`config.mk`:
```
export PLATFORM = sky130hd
export DESIGN_NAME = chip_select_wait_state_unit
export DESIGN_NICKNAME = d
export VERILOG_FILES = /design/src/logic/cs_wait_pkg.sv /design/src/logic/wait_counter.sv /design/src/logic/region_decoder.sv /design/src/logic/chip_select_wait_state_unit.sv
export SDC_FILE = /design/constraint.sdc
export NUM_CORES = 1
export LEC_CHECK = 0
export ABC_AREA = 1
export BUFFER_PORTS_ARGS = -buffer_cell sky130_fd_sc_hd__buf_4
export CAP_MARGIN = 20
export CORE_MARGIN = 4
export CORE_UTILIZATION = 59
export DETAILED_ROUTE_END_ITERATION = 7
export GPL_TIMING_DRIVEN = 1
export PLACE_DENSITY = 0.8
export SETUP_SLACK_MARGIN = 0.4
export SYNTH_ARGS = -nofsm -noshare
export SYNTH_HDL_FRONTEND = slang
export SYNTH_SLANG_ARGS = --single-unit
```
`constraint.sdc`:
```
create_clock -name clk -period 3.2 [get_ports clk]
set_clock_uncertainty 0.05 [all_clocks]
set_input_delay 0.16 -clock clk [delete_from_list [all_inputs] [get_ports clk]]
set_output_delay 0.16 -clock clk [all_outputs]
set_load 0.03 [all_outputs]
```
`src/logic/cs_wait_pkg.sv`:
```
// Shared constants for the chip-select and wait-state unit.
// Assumes a 20-bit memory address, a 16-bit I/O address and 16-bit registers.
package cs_wait_pkg;
    // Register offsets in I/O space
    localparam logic [15:0] OFS_UPPER_CTL = 16'hffa0;
    localparam logic [15:0] OFS_LOWER_CTL = 16'hffa2;
    localparam logic [15:0] OFS_PER_BASE = 16'hffa4;
    localparam logic [15:0] OFS_MID_CTL = 16'hffa6;
    localparam logic [15:0] OFS_PER_OPT = 16'hffa8;
    // Reset values equal the start-up defaults
    localparam logic [15:0] RST_UPPER_CTL = 16'h80bf;
    localparam logic [15:0] RST_LOWER_CTL = 16'h7fbf;
    localparam logic [15:0] RST_PER_BASE = 16'h007f;
    localparam logic [15:0] RST_MID_CTL = 16'h81ff;
    localparam logic [15:0] RST_PER_OPT = 16'ha0bf;
    localparam logic [15:0] READ_NONE = 16'h0000;
    // Field positions
    localparam int WAIT2_LSB = 0;
    localparam int WAIT2_MSB = 1;
    localparam int CODE3_MSB = 2;
    localparam int NORDY_BIT = 2;
    localparam int PER_NORDY_BIT = 3;
    localparam int PSRAM_BIT = 6;
    localparam int HIGH_SEL_BIT = 7;
    localparam int MID_SIZE_LSB = 8;
    localparam int MID_SIZE_MSB = 14;
    localparam int REGION_LSB = 12;
    localparam int REGION_MSB = 15;
    localparam int PER_BASE_LSB = 10;
    localparam int PER_BASE_MSB = 15;
    localparam int MID_UNIT_BITS = 13;
    // Strobe layout
    localparam int LOW_PER_N = 4;
    localparam int HIGH_PER_N = 2;
    localparam int HIGH_PER_FIRST = 5;
    localparam int STROBE_N = 3 + LOW_PER_N + HIGH_PER_N;
    localparam int SEL_UPPER = 0;
    localparam int SEL_LOWER = 1;
    localparam int SEL_MID = 2;
    localparam int SEL_LOW_PER = 3;
    localparam int SEL_HIGH_PER = SEL_LOW_PER + LOW_PER_N;
    // Timing: enable base time and per-wait stretch
    localparam int CLK_NS = 50;
    localparam int ENABLE_BASE_NS = 100;
    localparam int WAIT_STEP_NS = 25;
    localparam int BASE_CYCLES = (ENABLE_BASE_NS + CLK_NS - 1) / CLK_NS;
    localparam int STEP_CYCLES = (WAIT_STEP_NS + CLK_NS - 1) / CLK_NS;
    localparam logic [1:0] BASE_LAST = 2'(BASE_CYCLES - 1);
    localparam logic [3:0] WAIT_ZERO = 4'h0;
    localparam logic [2:0] CODE_SLOWEST = 3'h7;

    // Cycle sequencer states
    typedef enum logic [1:0] {
        ST_IDLE = 2'b00,
        ST_BASE = 2'b01,
        ST_WAIT = 2'b10,
        ST_READY = 2'b11
    } cycle_state_t;

    // Peripheral delay code to wait-state count
    function automatic logic [3:0] waitFromCode(input logic [2:0] code);
        case (code)
            3'h4: waitFromCode = 4'h5;
            3'h5: waitFromCode = 4'h7;
            3'h6: waitFromCode = 4'h9;
            3'h7: waitFromCode = 4'hf;
            default: waitFromCode = {1'b0, code};
        endcase
    endfunction
endpackage

```
`src/logic/wait_counter.sv`:
```
// Down counter that stretches a bus cycle by wait states.
// Assumes load and decrement are never asked in the same cycle.
`timescale 1ns/1ns
module wait_counter
    import cs_wait_pkg::*;
(
    input wire logic clk,
    input wire logic rst_n,
    input wire logic load,
    input wire logic [3:0] loadValue,
    input wire logic step,
    output logic isZero
);
    logic [3:0] count_reg; // Wait states still to run

    // Load at cycle start, then count down to zero
    always_ff @(posedge clk or negedge rst_n) begin
        if (!rst_n) begin
            count_reg <= WAIT_ZERO;
        end else if (load) begin
            count_reg <= loadValue;
        end else if (step && count_reg != WAIT_ZERO) begin
            count_reg <= count_reg - 4'(STEP_CYCLES);
        end
    end

    assign isZero = (count_reg == WAIT_ZERO);
endmodule

```
`src/logic/region_decoder.sv`:
```
// Combinational address decoder for memory and peripheral select regions.
// Assumes the address is stable in the cycle the bus cycle starts.
`timescale 1ns/1ns
module region_decoder
    import cs_wait_pkg::*;
(
    input wire logic [19:0] addr,
    input wire logic ioCycle,
    input wire logic [15:0] upperCtl,
    input wire logic [15:0] lowerCtl,
    input wire logic [15:0] perBase,
    input wire logic [15:0] midCtl,
    input wire logic [15:0] perOpt,
    output logic [STROBE_N-1:0] sel,
    output logic [3:0] waitCount,
    output logic useReady
);
    logic [STROBE_N-1:0] hit; // Raw region hits before priority
    logic [19:0] midBase; // Mid window start
    logic [20:0] midOffset; // Distance above the mid base
    logic [20:0] midSize; // Mid window length in bytes

    assign midBase = {midCtl[REGION_MSB:REGION_LSB], 16'h0000};
    assign midOffset = {1'b0, addr} - {1'b0, midBase};
    assign midSize = {1'b0, perOpt[MID_SIZE_MSB:MID_SIZE_LSB], 13'h0000};

    // Memory regions: upper runs from its base to the top of memory
    always_comb begin
        hit = '0;
        hit[SEL_UPPER] = !ioCycle
            && addr[19:16] >= upperCtl[REGION_MSB:REGION_LSB];
        hit[SEL_LOWER] = !ioCycle
            && addr[19:16] <= lowerCtl[REGION_MSB:REGION_LSB];
        hit[SEL_MID] = !ioCycle && addr >= midBase && !midOffset[20]
            && midOffset < midSize;
    end

    // One 256-byte I/O block per peripheral select, stacked upward
    genvar gi;
    generate
        for (gi = 0; gi < LOW_PER_N + HIGH_PER_N; gi++) begin : g_per
            localparam int BLOCK = (gi < LOW_PER_N) ? gi : gi - LOW_PER_N + HIGH_PER_FIRST;
            localparam logic [7:0] BLOCK_OFS = 8'(BLOCK);
            logic enabled;
            assign enabled = (gi < LOW_PER_N) || perOpt[HIGH_SEL_BIT];
            assign sel[SEL_LOW_PER+gi] = enabled && ioCycle
                && addr[15:8] == ({perBase[PER_BASE_MSB:PER_BASE_LSB], 2'b00}
                + BLOCK_OFS);
        end
    endgenerate

    // Mid window wins over upper where they overlap, so only one fires
    // Continuous assigns keep every bit of sel under one kind of driver
    assign sel[SEL_MID] = hit[SEL_MID];
    assign sel[SEL_UPPER] = hit[SEL_UPPER] && !hit[SEL_MID];
    assign sel[SEL_LOWER] = hit[SEL_LOWER] && !hit[SEL_MID] && !hit[SEL_UPPER];

    // Wait count and ready use of the chosen region
    always_comb begin
        waitCount = WAIT_ZERO;
        useReady = 1'b0;
        if (sel[SEL_UPPER]) begin
            waitCount = {2'b00, upperCtl[WAIT2_MSB:WAIT2_LSB]};
            useReady = !upperCtl[NORDY_BIT];
        end else if (sel[SEL_MID]) begin
            waitCount = {2'b00, midCtl[WAIT2_MSB:WAIT2_LSB]};
            useReady = !midCtl[NORDY_BIT];
        end else if (sel[SEL_LOWER]) begin
            waitCount = {2'b00, lowerCtl[WAIT2_MSB:WAIT2_LSB]};
            useReady = !lowerCtl[NORDY_BIT];
        end else if (|sel[SEL_HIGH_PER+:HIGH_PER_N]) begin
            waitCount = {2'b00, perOpt[WAIT2_MSB:WAIT2_LSB]};
            useReady = !perOpt[NORDY_BIT];
        end else if (|sel[SEL_LOW_PER+:LOW_PER_N]) begin
            waitCount = waitFromCode(perBase[CODE3_MSB:WAIT2_LSB]);
            useReady = !perBase[PER_NORDY_BIT];
        end
    end
endmodule

```
`src/logic/chip_select_wait_state_unit.sv`:
```
// Chip-select and wait-state unit: control registers, cycle sequencer, strobes.
// Assumes one bus cycle at a time, started by a one-cycle cycleStart pulse
// with address and direction valid in that same cycle.
`timescale 1ns/1ns
module chip_select_wait_state_unit
    import cs_wait_pkg::*;
(
    input wire logic clk,
    input wire logic rst_n,
    input wire logic cycleStart,
    input wire logic [19:0] addr,
    input wire logic ioCycle,
    input wire logic writeCycle,
    input wire logic [15:0] writeData,
    input wire logic extReady,
    output logic [15:0] readData,
    output logic regHit,
    output logic cycleBusy,
    output logic cycleDone,
    output logic upperStrobe_n,
    output logic lowerStrobe_n,
    output logic firstMidStrobe_n,
    output logic [LOW_PER_N-1:0] lowPeriphStrobes_n,
    output logic [HIGH_PER_N-1:0] highPeriphStrobes_n
);
    // Control registers
    logic [15:0] upperCtl_reg;
    logic [15:0] lowerCtl_reg;
    logic [15:0] perBase_reg;
    logic [15:0] midCtl_reg;
    logic [15:0] perOpt_reg;
    logic [15:0] readData_reg; // Read answer, held until the next read
    logic regHit_reg; // Last cycle hit a control register

    // Sequencer state
    cycle_state_t state_reg;
    cycle_state_t state_next;
    logic [1:0] baseCnt_reg; // Cycles left of the unstretched enable
    logic [STROBE_N-1:0] strobe_reg; // Active-high select, one bit per strobe
    logic useReady_reg; // Cycle must wait for extReady
    logic [19:0] cycleAddr_reg; // Address of the cycle in progress

    // Decoder results
    logic [STROBE_N-1:0] decSel;
    logic [3:0] decWait;
    logic decUseReady;
    logic waitZero;
    logic startTaken; // Cycle start accepted this edge
    logic regAccess; // Start addresses a control register
    logic [15:0] ioAddr;

    assign ioAddr = addr[15:0];
    assign startTaken = cycleStart && state_reg == ST_IDLE;
    assign regAccess = ioCycle && (ioAddr == OFS_UPPER_CTL || ioAddr == OFS_LOWER_CTL
        || ioAddr == OFS_PER_BASE || ioAddr == OFS_MID_CTL || ioAddr == OFS_PER_OPT);

    region_decoder u_decoder (
        .addr(addr),
        .ioCycle(ioCycle),
        .upperCtl(upperCtl_reg),
        .lowerCtl(lowerCtl_reg),
        .perBase(perBase_reg),
        .midCtl(midCtl_reg),
        .perOpt(perOpt_reg),
        .sel(decSel),
        .waitCount(decWait),
        .useReady(decUseReady)
    );

    // Wait counter loads at every accepted start
    wait_counter u_wait (
        .clk(clk),
        .rst_n(rst_n),
        .load(startTaken),
        .loadValue(decWait),
        .step(state_reg == ST_WAIT || (state_reg == ST_BASE && baseCnt_reg == 2'b00)),
        .isZero(waitZero)
    );

    // Register writes; reset to the start-up mapping so booting works
    always_ff @(posedge clk or negedge rst_n) begin
        if (!rst_n) begin
            upperCtl_reg <= RST_UPPER_CTL;
            lowerCtl_reg <= RST_LOWER_CTL;
            perBase_reg <= RST_PER_BASE;
            midCtl_reg <= RST_MID_CTL;
            perOpt_reg <= RST_PER_OPT;
        end else if (startTaken && writeCycle && regAccess) begin
            case (ioAddr)
                OFS_UPPER_CTL: upperCtl_reg <= writeData;
                OFS_LOWER_CTL: lowerCtl_reg <= writeData;
                OFS_PER_BASE: perBase_reg <= writeData;
                OFS_MID_CTL: midCtl_reg <= writeData;
                OFS_PER_OPT: perOpt_reg <= writeData;
                default: upperCtl_reg <= upperCtl_reg;
            endcase
        end
    end

    // Register reads; other I/O reads answer zero here
    always_ff @(posedge clk or negedge rst_n) begin
        if (!rst_n) begin
            readData_reg <= READ_NONE;
            regHit_reg <= 1'b0;
        end else if (startTaken && !writeCycle) begin
            regHit_reg <= regAccess;
            case (regAccess ? ioAddr : 16'h0000)
                OFS_UPPER_CTL: readData_reg <= upperCtl_reg;
                OFS_LOWER_CTL: readData_reg <= lowerCtl_reg;
                OFS_PER_BASE: readData_reg <= perBase_reg;
                OFS_MID_CTL: readData_reg <= midCtl_reg;
                OFS_PER_OPT: readData_reg <= perOpt_reg;
                default: readData_reg <= READ_NONE;
            endcase
        end else if (startTaken) begin
            regHit_reg <= regAccess;
        end
    end

    // Next state: base enable time, then wait states, then optional ready
    always_comb begin
        state_next = state_reg;
        case (state_reg)
            ST_IDLE: begin
                if (startTaken) begin
                    state_next = ST_BASE;
                end
            end
            ST_BASE: begin
                if (baseCnt_reg == 2'b00) begin
                    if (!waitZero) begin
                        state_next = ST_WAIT;
                    end else if (useReady_reg && !extReady) begin
                        state_next = ST_READY;
                    end else begin
                        state_next = ST_IDLE;
                    end
                end
            end
            ST_WAIT: begin
                // The count already stepped in the last base cycle, so zero ends here
                if (waitZero) begin
                    state_next = (useReady_reg && !extReady) ? ST_READY : ST_IDLE;
                end
            end
            ST_READY: begin
                if (extReady) begin
                    state_next = ST_IDLE;
                end
            end
            default: state_next = ST_IDLE;
        endcase
    end

    // State register
    always_ff @(posedge clk or negedge rst_n) begin
        if (!rst_n) begin
            state_reg <= ST_IDLE;
        end else begin
            state_reg <= state_next;
        end
    end

    // Base enable counter, reloaded at each start
    always_ff @(posedge clk or negedge rst_n) begin
        if (!rst_n) begin
            baseCnt_reg <= 2'b00;
        end else if (startTaken) begin
            baseCnt_reg <= BASE_LAST;
        end else if (state_reg == ST_BASE && baseCnt_reg != 2'b00) begin
            baseCnt_reg <= baseCnt_reg - 2'b01;
        end
    end

    // Strobe latch: held from start until the cycle ends
    always_ff @(posedge clk or negedge rst_n) begin
        if (!rst_n) begin
            strobe_reg <= '0;
            useReady_reg <= 1'b0;
            cycleAddr_reg <= 20'h0_0000;
        end else if (startTaken) begin
            // Register accesses are internal and drive no strobe
            strobe_reg <= regAccess ? '0 : decSel;
            useReady_reg <= decUseReady;
            cycleAddr_reg <= addr;
        end else if (state_next == ST_IDLE) begin
            strobe_reg <= '0;
        end
    end

    // Pins and handshake
    assign cycleBusy = (state_reg != ST_IDLE);
    assign cycleDone = cycleBusy && state_next == ST_IDLE;
    assign readData = readData_reg;
    assign regHit = regHit_reg;
    assign upperStrobe_n = !strobe_reg[SEL_UPPER];
    assign lowerStrobe_n = !strobe_reg[SEL_LOWER];
    assign firstMidStrobe_n = !strobe_reg[SEL_MID];
    assign lowPeriphStrobes_n = ~strobe_reg[SEL_LOW_PER+:LOW_PER_N];
    assign highPeriphStrobes_n = ~strobe_reg[SEL_HIGH_PER+:HIGH_PER_N];

    // Checks on the strobes and their timing
    property p_upper_range;
        @(posedge clk) disable iff (!rst_n)
        !upperStrobe_n |-> cycleAddr_reg[19:16] >= upperCtl_reg[REGION_MSB:REGION_LSB];
    endproperty
    a_upper_range: assert property (p_upper_range) else $error("upper strobe out of range");

    property p_upper_hit;
        @(posedge clk) disable iff (!rst_n)
        startTaken && !ioCycle && upperCtl_reg == RST_UPPER_CTL && addr[19]
            && !decSel[SEL_MID] |=> !upperStrobe_n;
    endproperty
    a_upper_hit: assert property (p_upper_hit) else $error("upper half not mapped");

    property p_upper_waits;
        @(posedge clk) disable iff (!rst_n)
        startTaken && decSel[SEL_UPPER] && !regAccess && upperCtl_reg == RST_UPPER_CTL
            |=> (!upperStrobe_n) [*5] ##1 upperStrobe_n;
    endproperty
    a_upper_waits: assert property (p_upper_waits) else $error("upper enable not 5 cycles");

    property p_lower_range;
        @(posedge clk) disable iff (!rst_n)
        !lowerStrobe_n |-> cycleAddr_reg[19:16] <= lowerCtl_reg[REGION_MSB:REGION_LSB];
    endproperty
    a_lower_range: assert property (p_lower_range) else $error("lower strobe out of range");

    property p_lower_default;
        @(posedge clk) disable iff (!rst_n)
        startTaken && decSel[SEL_LOWER] && !regAccess && lowerCtl_reg == RST_LOWER_CTL
            |-> ##5 cycleDone;
    endproperty
    a_lower_default: assert property (p_lower_default) else $error("lower cycle length");

    property p_mid_range;
        @(posedge clk) disable iff (!rst_n)
        !firstMidStrobe_n |-> cycleAddr_reg[19:16] >= midCtl_reg[REGION_MSB:REGION_LSB];
    endproperty
    a_mid_range: assert property (p_mid_range) else $error("mid strobe below window");

    property p_low_per_slow;
        @(posedge clk) disable iff (!rst_n)
        startTaken && (|decSel[SEL_LOW_PER+:LOW_PER_N]) && !regAccess
            && perBase_reg[CODE3_MSB:WAIT2_LSB] == CODE_SLOWEST
            && perBase_reg[PER_NORDY_BIT] |-> ##17 cycleDone;
    endproperty
    a_low_per_slow: assert property (p_low_per_slow) else $error("slow code not 15 waits");

    property p_per_block;
        @(posedge clk) disable iff (!rst_n)
        !lowPeriphStrobes_n[1] |-> cycleAddr_reg[15:8]
            == {perBase_reg[PER_BASE_MSB:PER_BASE_LSB], 2'b01};
    endproperty
    a_per_block: assert property (p_per_block) else $error("peripheral block misplaced");

    property p_one_strobe;
        @(posedge clk) disable iff (!rst_n)
        $onehot0(strobe_reg) && (cycleBusy || strobe_reg == '0);
    endproperty
    a_one_strobe: assert property (p_one_strobe) else $error("strobes overlap or linger");

    property p_done_at_zero;
        @(posedge clk) disable iff (!rst_n)
        cycleDone |-> waitZero && state_reg != ST_IDLE;
    endproperty
    a_done_at_zero: assert property (p_done_at_zero) else $error("cycle ended early");

    // A cycle with no waits and no ready lasts exactly the base enable time
    property p_base_only;
        @(posedge clk) disable iff (!rst_n)
        startTaken && decWait == WAIT_ZERO && !decUseReady |-> ##2 cycleDone;
    endproperty
    a_base_only: assert property (p_base_only) else $error("zero-wait cycle length");

    // A cycle that waits for ready may only end while ready is high
    property p_ready_end;
        @(posedge clk) disable iff (!rst_n)
        cycleDone && useReady_reg |-> extReady;
    endproperty
    a_ready_end: assert property (p_ready_end) else $error("ended without ready");

    // Strobes must not change while a cycle runs, wait states included
    property p_strobe_hold;
        @(posedge clk) disable iff (!rst_n)
        cycleBusy && !cycleDone |=> strobe_reg == $past(strobe_reg);
    endproperty
    a_strobe_hold: assert property (p_strobe_hold) else $error("strobe changed mid-cycle");
endmodule

```
# ---- After elaboration in Yosys (flattened, before gate mapping)
# Cells that the tools add are included.
# Widths: inputs -> output; s select.
dict set report op_classes {
  add_sub_neg 8
  n_lt_le_gt_ge 4
  eq_ne 23
  mux 29
  bitwise_logic 2
  reduce_logical 62
}
# operator n
set ops {}
lappend ops {{$eq 16x16->1 const B} 10}
lappend ops {{$pmux 16 s5} 1}
lappend ops {{$eq 8x8->1} 6}
lappend ops {{$mux 4} 7}
lappend ops {{$mux 9} 3}
lappend ops {{$logic_and 1x1->1} 25}
lappend ops {{$lt 21x20->1} 1}
lappend ops {{$sub 20x20->21} 1}
lappend ops {{$ge 20x20->1} 1}
lappend ops {{$add 8x2->8 const B} 2}
lappend ops {{$add 8x3->8 const B} 2}
lappend ops {{$mux 16} 1}
lappend ops {{$mux 2} 8}
lappend ops {{$pmux 4 s4} 1}
lappend ops {{$logic_not 1->1} 14}
lappend ops {{$eq 3x3->1 const B} 4}
lappend ops {{$reduce_bool 2->1} 6}
lappend ops {{$reduce_and 2->1} 5}
lappend ops {{$add 8x1->8 const B} 1}
lappend ops {{$pmux 2 s4} 1}
lappend ops {{$mux 1} 7}
lappend ops {{$logic_not 2->1} 3}
lappend ops {{$logic_or 1x1->1} 5}
lappend ops {{$eq 2x2->1 const B} 2}
lappend ops {{11 further kinds} 11}
dict set report word_totals {
  regBits 115
  inputBits 42
  output_inout_bits 28
  elab_cells 140
}

# ---- Longest topological paths before layout
dict set report depth {
  word_depth 11
  depth_mapped 18
  mapped_depth_nobuf 18
}

# ---- Cells and area by module
# Synthesis repeated with hierarchy kept, for this count alone.
dict set report unflattened {
  hier_cells 938
  hier_area_um2 6874.1
}
# module instances cells_each area_each_um2 seq_area_each_um2
set by_module_without_submodules {}
lappend by_module_without_submodules {chip_select_wait_state_unit 1 645 5307.6 2837.7}
lappend by_module_without_submodules {region_decoder 1 247 1271.2 0.0}
lappend by_module_without_submodules {wait_counter 1 46 295.3 100.1}

# ---- Worst setup path after synthesis
# Ideal clock, no wire load.
dict set report synth_path {
  path_type {register to register}
  startpoint {reg midCtl_reg[14]}
  endpoint {reg useReady_reg}
  setup_time_ns 0.116
  t_arrival_ns 2.373
  t_required_ns 3.034
  path_slack_ns 0.660
  stages_incl_launch_ff 18
  path_buffers 0
  synth_period_minus_slack_ns 2.540
  path_cell_list {dfrtp_1 inv_1 ha_1 nand2_1 nand2_1 a31oi_1 xnor2_1 ha_1 or2_2 a21oi_1 nand2_1 inv_1 nand3_1 nand2_1 o21ai_0 nand3b_1 nand2_1 nand2_1}
}
dict set report synth_via {
  elab_chain_len 10
  word_cells_on_any_way 14
  cone_classes {add/sub: 1; order compare: 2; mux: 3; reduce/logical: 8}
}
# item line_no
set synth_lines {}
lappend synth_lines {{start, declared} chip_select_wait_state_unit.sv:30} ;# logic [15:0] midCtl_reg;
lappend synth_lines {{start signal, assigned} chip_select_wait_state_unit.sv:93} ;# OFS_MID_CTL: midCtl_reg <= writeData;
lappend synth_lines {{branches (longest 3 deep; another with $sub 20x20->21)} --}
lappend synth_lines {{$logic_and 1x1->1 *} region_decoder.sv:35} ;# && midOffset < midSize;
lappend synth_lines {{$logic_not 1->1} {region_decoder.sv:55, region_decoder.sv:56}}
lappend synth_lines {{$logic_and 1x1->1 (2 in a row)} region_decoder.sv:56} ;# assign sel[SEL_LOWER] = hit[SEL_LOWER] && !hit[SEL_MID] && !hit[SEL_UPPER];
lappend synth_lines {{$mux 1} region_decoder.sv:68} ;# end else if (sel[SEL_LOWER]) begin
lappend synth_lines {{$mux 1} region_decoder.sv:65} ;# end else if (sel[SEL_MID]) begin
lappend synth_lines {{$mux 1 *} region_decoder.sv:62} ;# if (sel[SEL_UPPER]) begin
lappend synth_lines {{end signal, assigned} chip_select_wait_state_unit.sv:184} ;# useReady_reg <= decUseReady;
lappend synth_lines {{end, declared} chip_select_wait_state_unit.sv:40} ;# logic useReady_reg;
# Mark *: on every way between the ends.
# A chain may end at the register's enable or synchronous reset.

# ---- Worst setup path in the final report
# Same ends and word-level chain as after synthesis.

==> flow_summary.ini <==
[cts]
cts_sinks = 115
clockBufferDepth = 2
cts-buffers-inserted = 17
clk_pin_slew_worst_paths_ps = 60
htreeDepth = 4
clkLatencyLatePin_ps = 520
cts_tree = built
root_buffer = clkbuf_8

[sta]
period_needed_ps = 2660
maxSlewHeadroom = 0.439
rsz0062_at_grt = false
tns_ps = 0
setup_viol = 0
finalHoldViolations = 0
fin_crit_sh = 0.833
worst_slew_pin_slew_ps = 842
max_freq_ghz = 0.375
drv_slew = 0

[placed_design]
gp_congestion = 0.987
port_buffers = 69
hpwl_um = 13400
placed_area_mm2 = 0.00731

[synth]
syn_nets = 914
synthCells = 849
async_flop_share = 1.00
seq_area_frac_synth = 0.444
yosys-top-cells-area = dfrtp_1 (25%), dfstp_2 (19%), nand2_1 (11%)
syn_area_per_cell_um2 = 7.80
yosysTopAreaCell = dfrtp_1
synth_top_area_frac = 0.253
synth_cell_types = 43
synth-seq-cells = 115
synth_edf_count = 0
syn-cell-area_mm2 = 0.00662
synth_warnings = 0
ys.flop_type = dfrtp_1

[routing]
wl_um = 20000
wl_per_cell_um = 18.3
vias = 6502
route.met2.wl_um = 9230
met3_length_um = 2110
top_layer_used = met4
met1_length_um = 7940
dr.pass1.iters = 5
ant_nets = 0
vias_per_cell = 5.93
dr.first_iter.drc_count = 635
drc = 0

[layout]
design_area_mm2 = 0.00813
drive_gt1_frac = 0.223
utilization = 0.747
area_growth_pct = 22.8
diodes = 0
nNetsFinal = 1008

[job]
cap_violations = 0

[critical_path]
cpMostUsedCell = nand2_1
crit_chain = inv_1, ha_2, nand2_1, nand2_1, a31oi_2, xnor2_1, ha_1, or2_2, a21oi_1, nand2_1, inv_2, nand3_4, nand2_4, o21ai_0, nand3b_1, nand2_1, nand2_1
crit_path_start = midCtl_reg[14]
rrSetupSlack_ps = 540
slowest_delay_ps = 390
timing.rr.start = midCtl_reg[14]
required_ps = 3560
cp_max_fo = 7
cp-start-kind = flop
path_class = flop to flop
end_kind = flop
cp_slowest_cell = dfrtp_1
crit_arrival_ps = 3020

[global_routing]
globalRouteOverflowTotal = 0
grt_pass1_vias = 6566
gr-usage-all-layers = 0.318
grt_pass1_wl_um = 32200
antenna_found_initial = 0
grt_max_degree = 63

[pwr]
power.leakage_nw = 3.84
vdd_drop_max_v = 0.000419
powerDensity_mw_per_mm2 = 602
total_power_mw = 4.90

[hold_path]
hp-start = addr[8]
hold_class = input port to flop

[floorplan]
ios = 70
num_rows = 38
core_area_mm2 = 0.0109
initial_utilization = 0.608
die-area_mm2 = 0.0130
fp.dieH_um = 114
die_x_um = 114

[outcome]
status = completed
[report_power, final]
part	total [mW]	switching (mW)	internal, mW
Clock	1.79	0.649	1.14
Sequential	1.73	0.106	1.63
Combinational	1.37	0.836	0.538
Total	4.90	1.59	3.31
[placed cells by master (no fill, tap or decap), types with 17 or more instances in the layout]
cell type,n
nand4_1,61
o21a_1,17
nand2_1,196
a21oi_1,26
dlygate4sd3_1,20
buf_4,93
o21ai_0,82
inv_1,98
nand3_1,58
nor2_1,45
dfstp_2,48
dfrtp_1,67
ha_1,21
or2_2,21
[kinds of logic (layout without fill, tap and decap cells)]
logic type	after synthesis	in the layout	share of synthesized area
and+or+nand+nor	404	404	0.284
adders and majority gates	23	23	0.0446
xor gates and xnor gates	5	5	0.00662
DFF	115	115	0.444
buffers and inverters	141	248	0.0845
AOI/OAI and AO/OA	161	161	0.136
[cell usage after synthesis (2+ instances only)]
cell / number
ha_1: 22
o21ai_0: 82
xnor2_1: 3
dfstp_2: 48
buf_2: 5
nand4_1: 61
a31oi_1: 3
clkbuf_1: 28
xor2_1: 2
o21ai_1: 14
inv_1: 99
nor3_1: 7
nor2_2: 2
buf_6: 2
o22ai_1: 8
o21a_1: 17
dfrtp_1: 67
inv_2: 2
or2_2: 21
o211ai_1: 5
nor3_2: 4
a21oi_1: 26
buf_4: 2
nand3_1: 59
nor2_1: 45
o21bai_1: 2
nand2_1: 197
[critical path, delay by kind of cell (launching register included)]
| kind | cells | cell delay [ps] |
|---|---|---|
| AO/OA/AOI/OAI | 3 | 370 |
| XOR/XNOR | 1 | 110 |
| adder cells (fa/ha/maj) | 2 | 470 |
| buffers and inverters | 2 | 150 |
| flip-flops | 1 | 390 |
| AND/OR/NAND/NOR | 9 | 1010 |
[path summary, 6_finish.rpt]
kind,to,cells after the start
hold / removal,strobe_reg[7],5
hold reg to reg,upperCtl_reg[7],2
setup reg to reg,useReady_reg,17
max in group asynchronous,perOpt_reg[3],3
setup / recovery,useReady_reg,17
min in group asynchronous,strobe_reg[4],2
[per-stage QoR]
step / worst slack, ps / hold WS (ps) / std cells
final: 536 / 46.2 / 1096
after global placement: 476 / 234 / 1040
after global routing: 390 / 57.4 / 1096
after CTS: 449 / 42.7 / 1093
after floorplan: 660 / -186 / 849
after detailed placement: 374 / 254 / 1040
[routing by layer]
layer / GRT usage / vias up
li1: - / 3027
met1: 0.412 / 3019
met4: 0.143 / 0
met3: 0.0775 / 69
met2: 0.505 / 387
met5: 0 / -
[final cells by class]
type / count / area (um^2)
multi-input combinational: 593 / 3150
sequential: 115 / 2940
fill: 827 / 2760
timing repair buffer: 114 / 918
clock buffer: 22 / 453
inverter: 102 / 383
tap: 140 / 175
clock inverter: 10 / 108
[timing repair]
action,4_1_cts,5_1_grt
resized for setup,2,6
pin swaps,1,2
endpoints found under the hold margin,112,0
hold buffers,20,0
endpoints found under the setup margin,3,3
buffers inserted,1,3
Note: power is estimated with default switching activity, not from simulation.
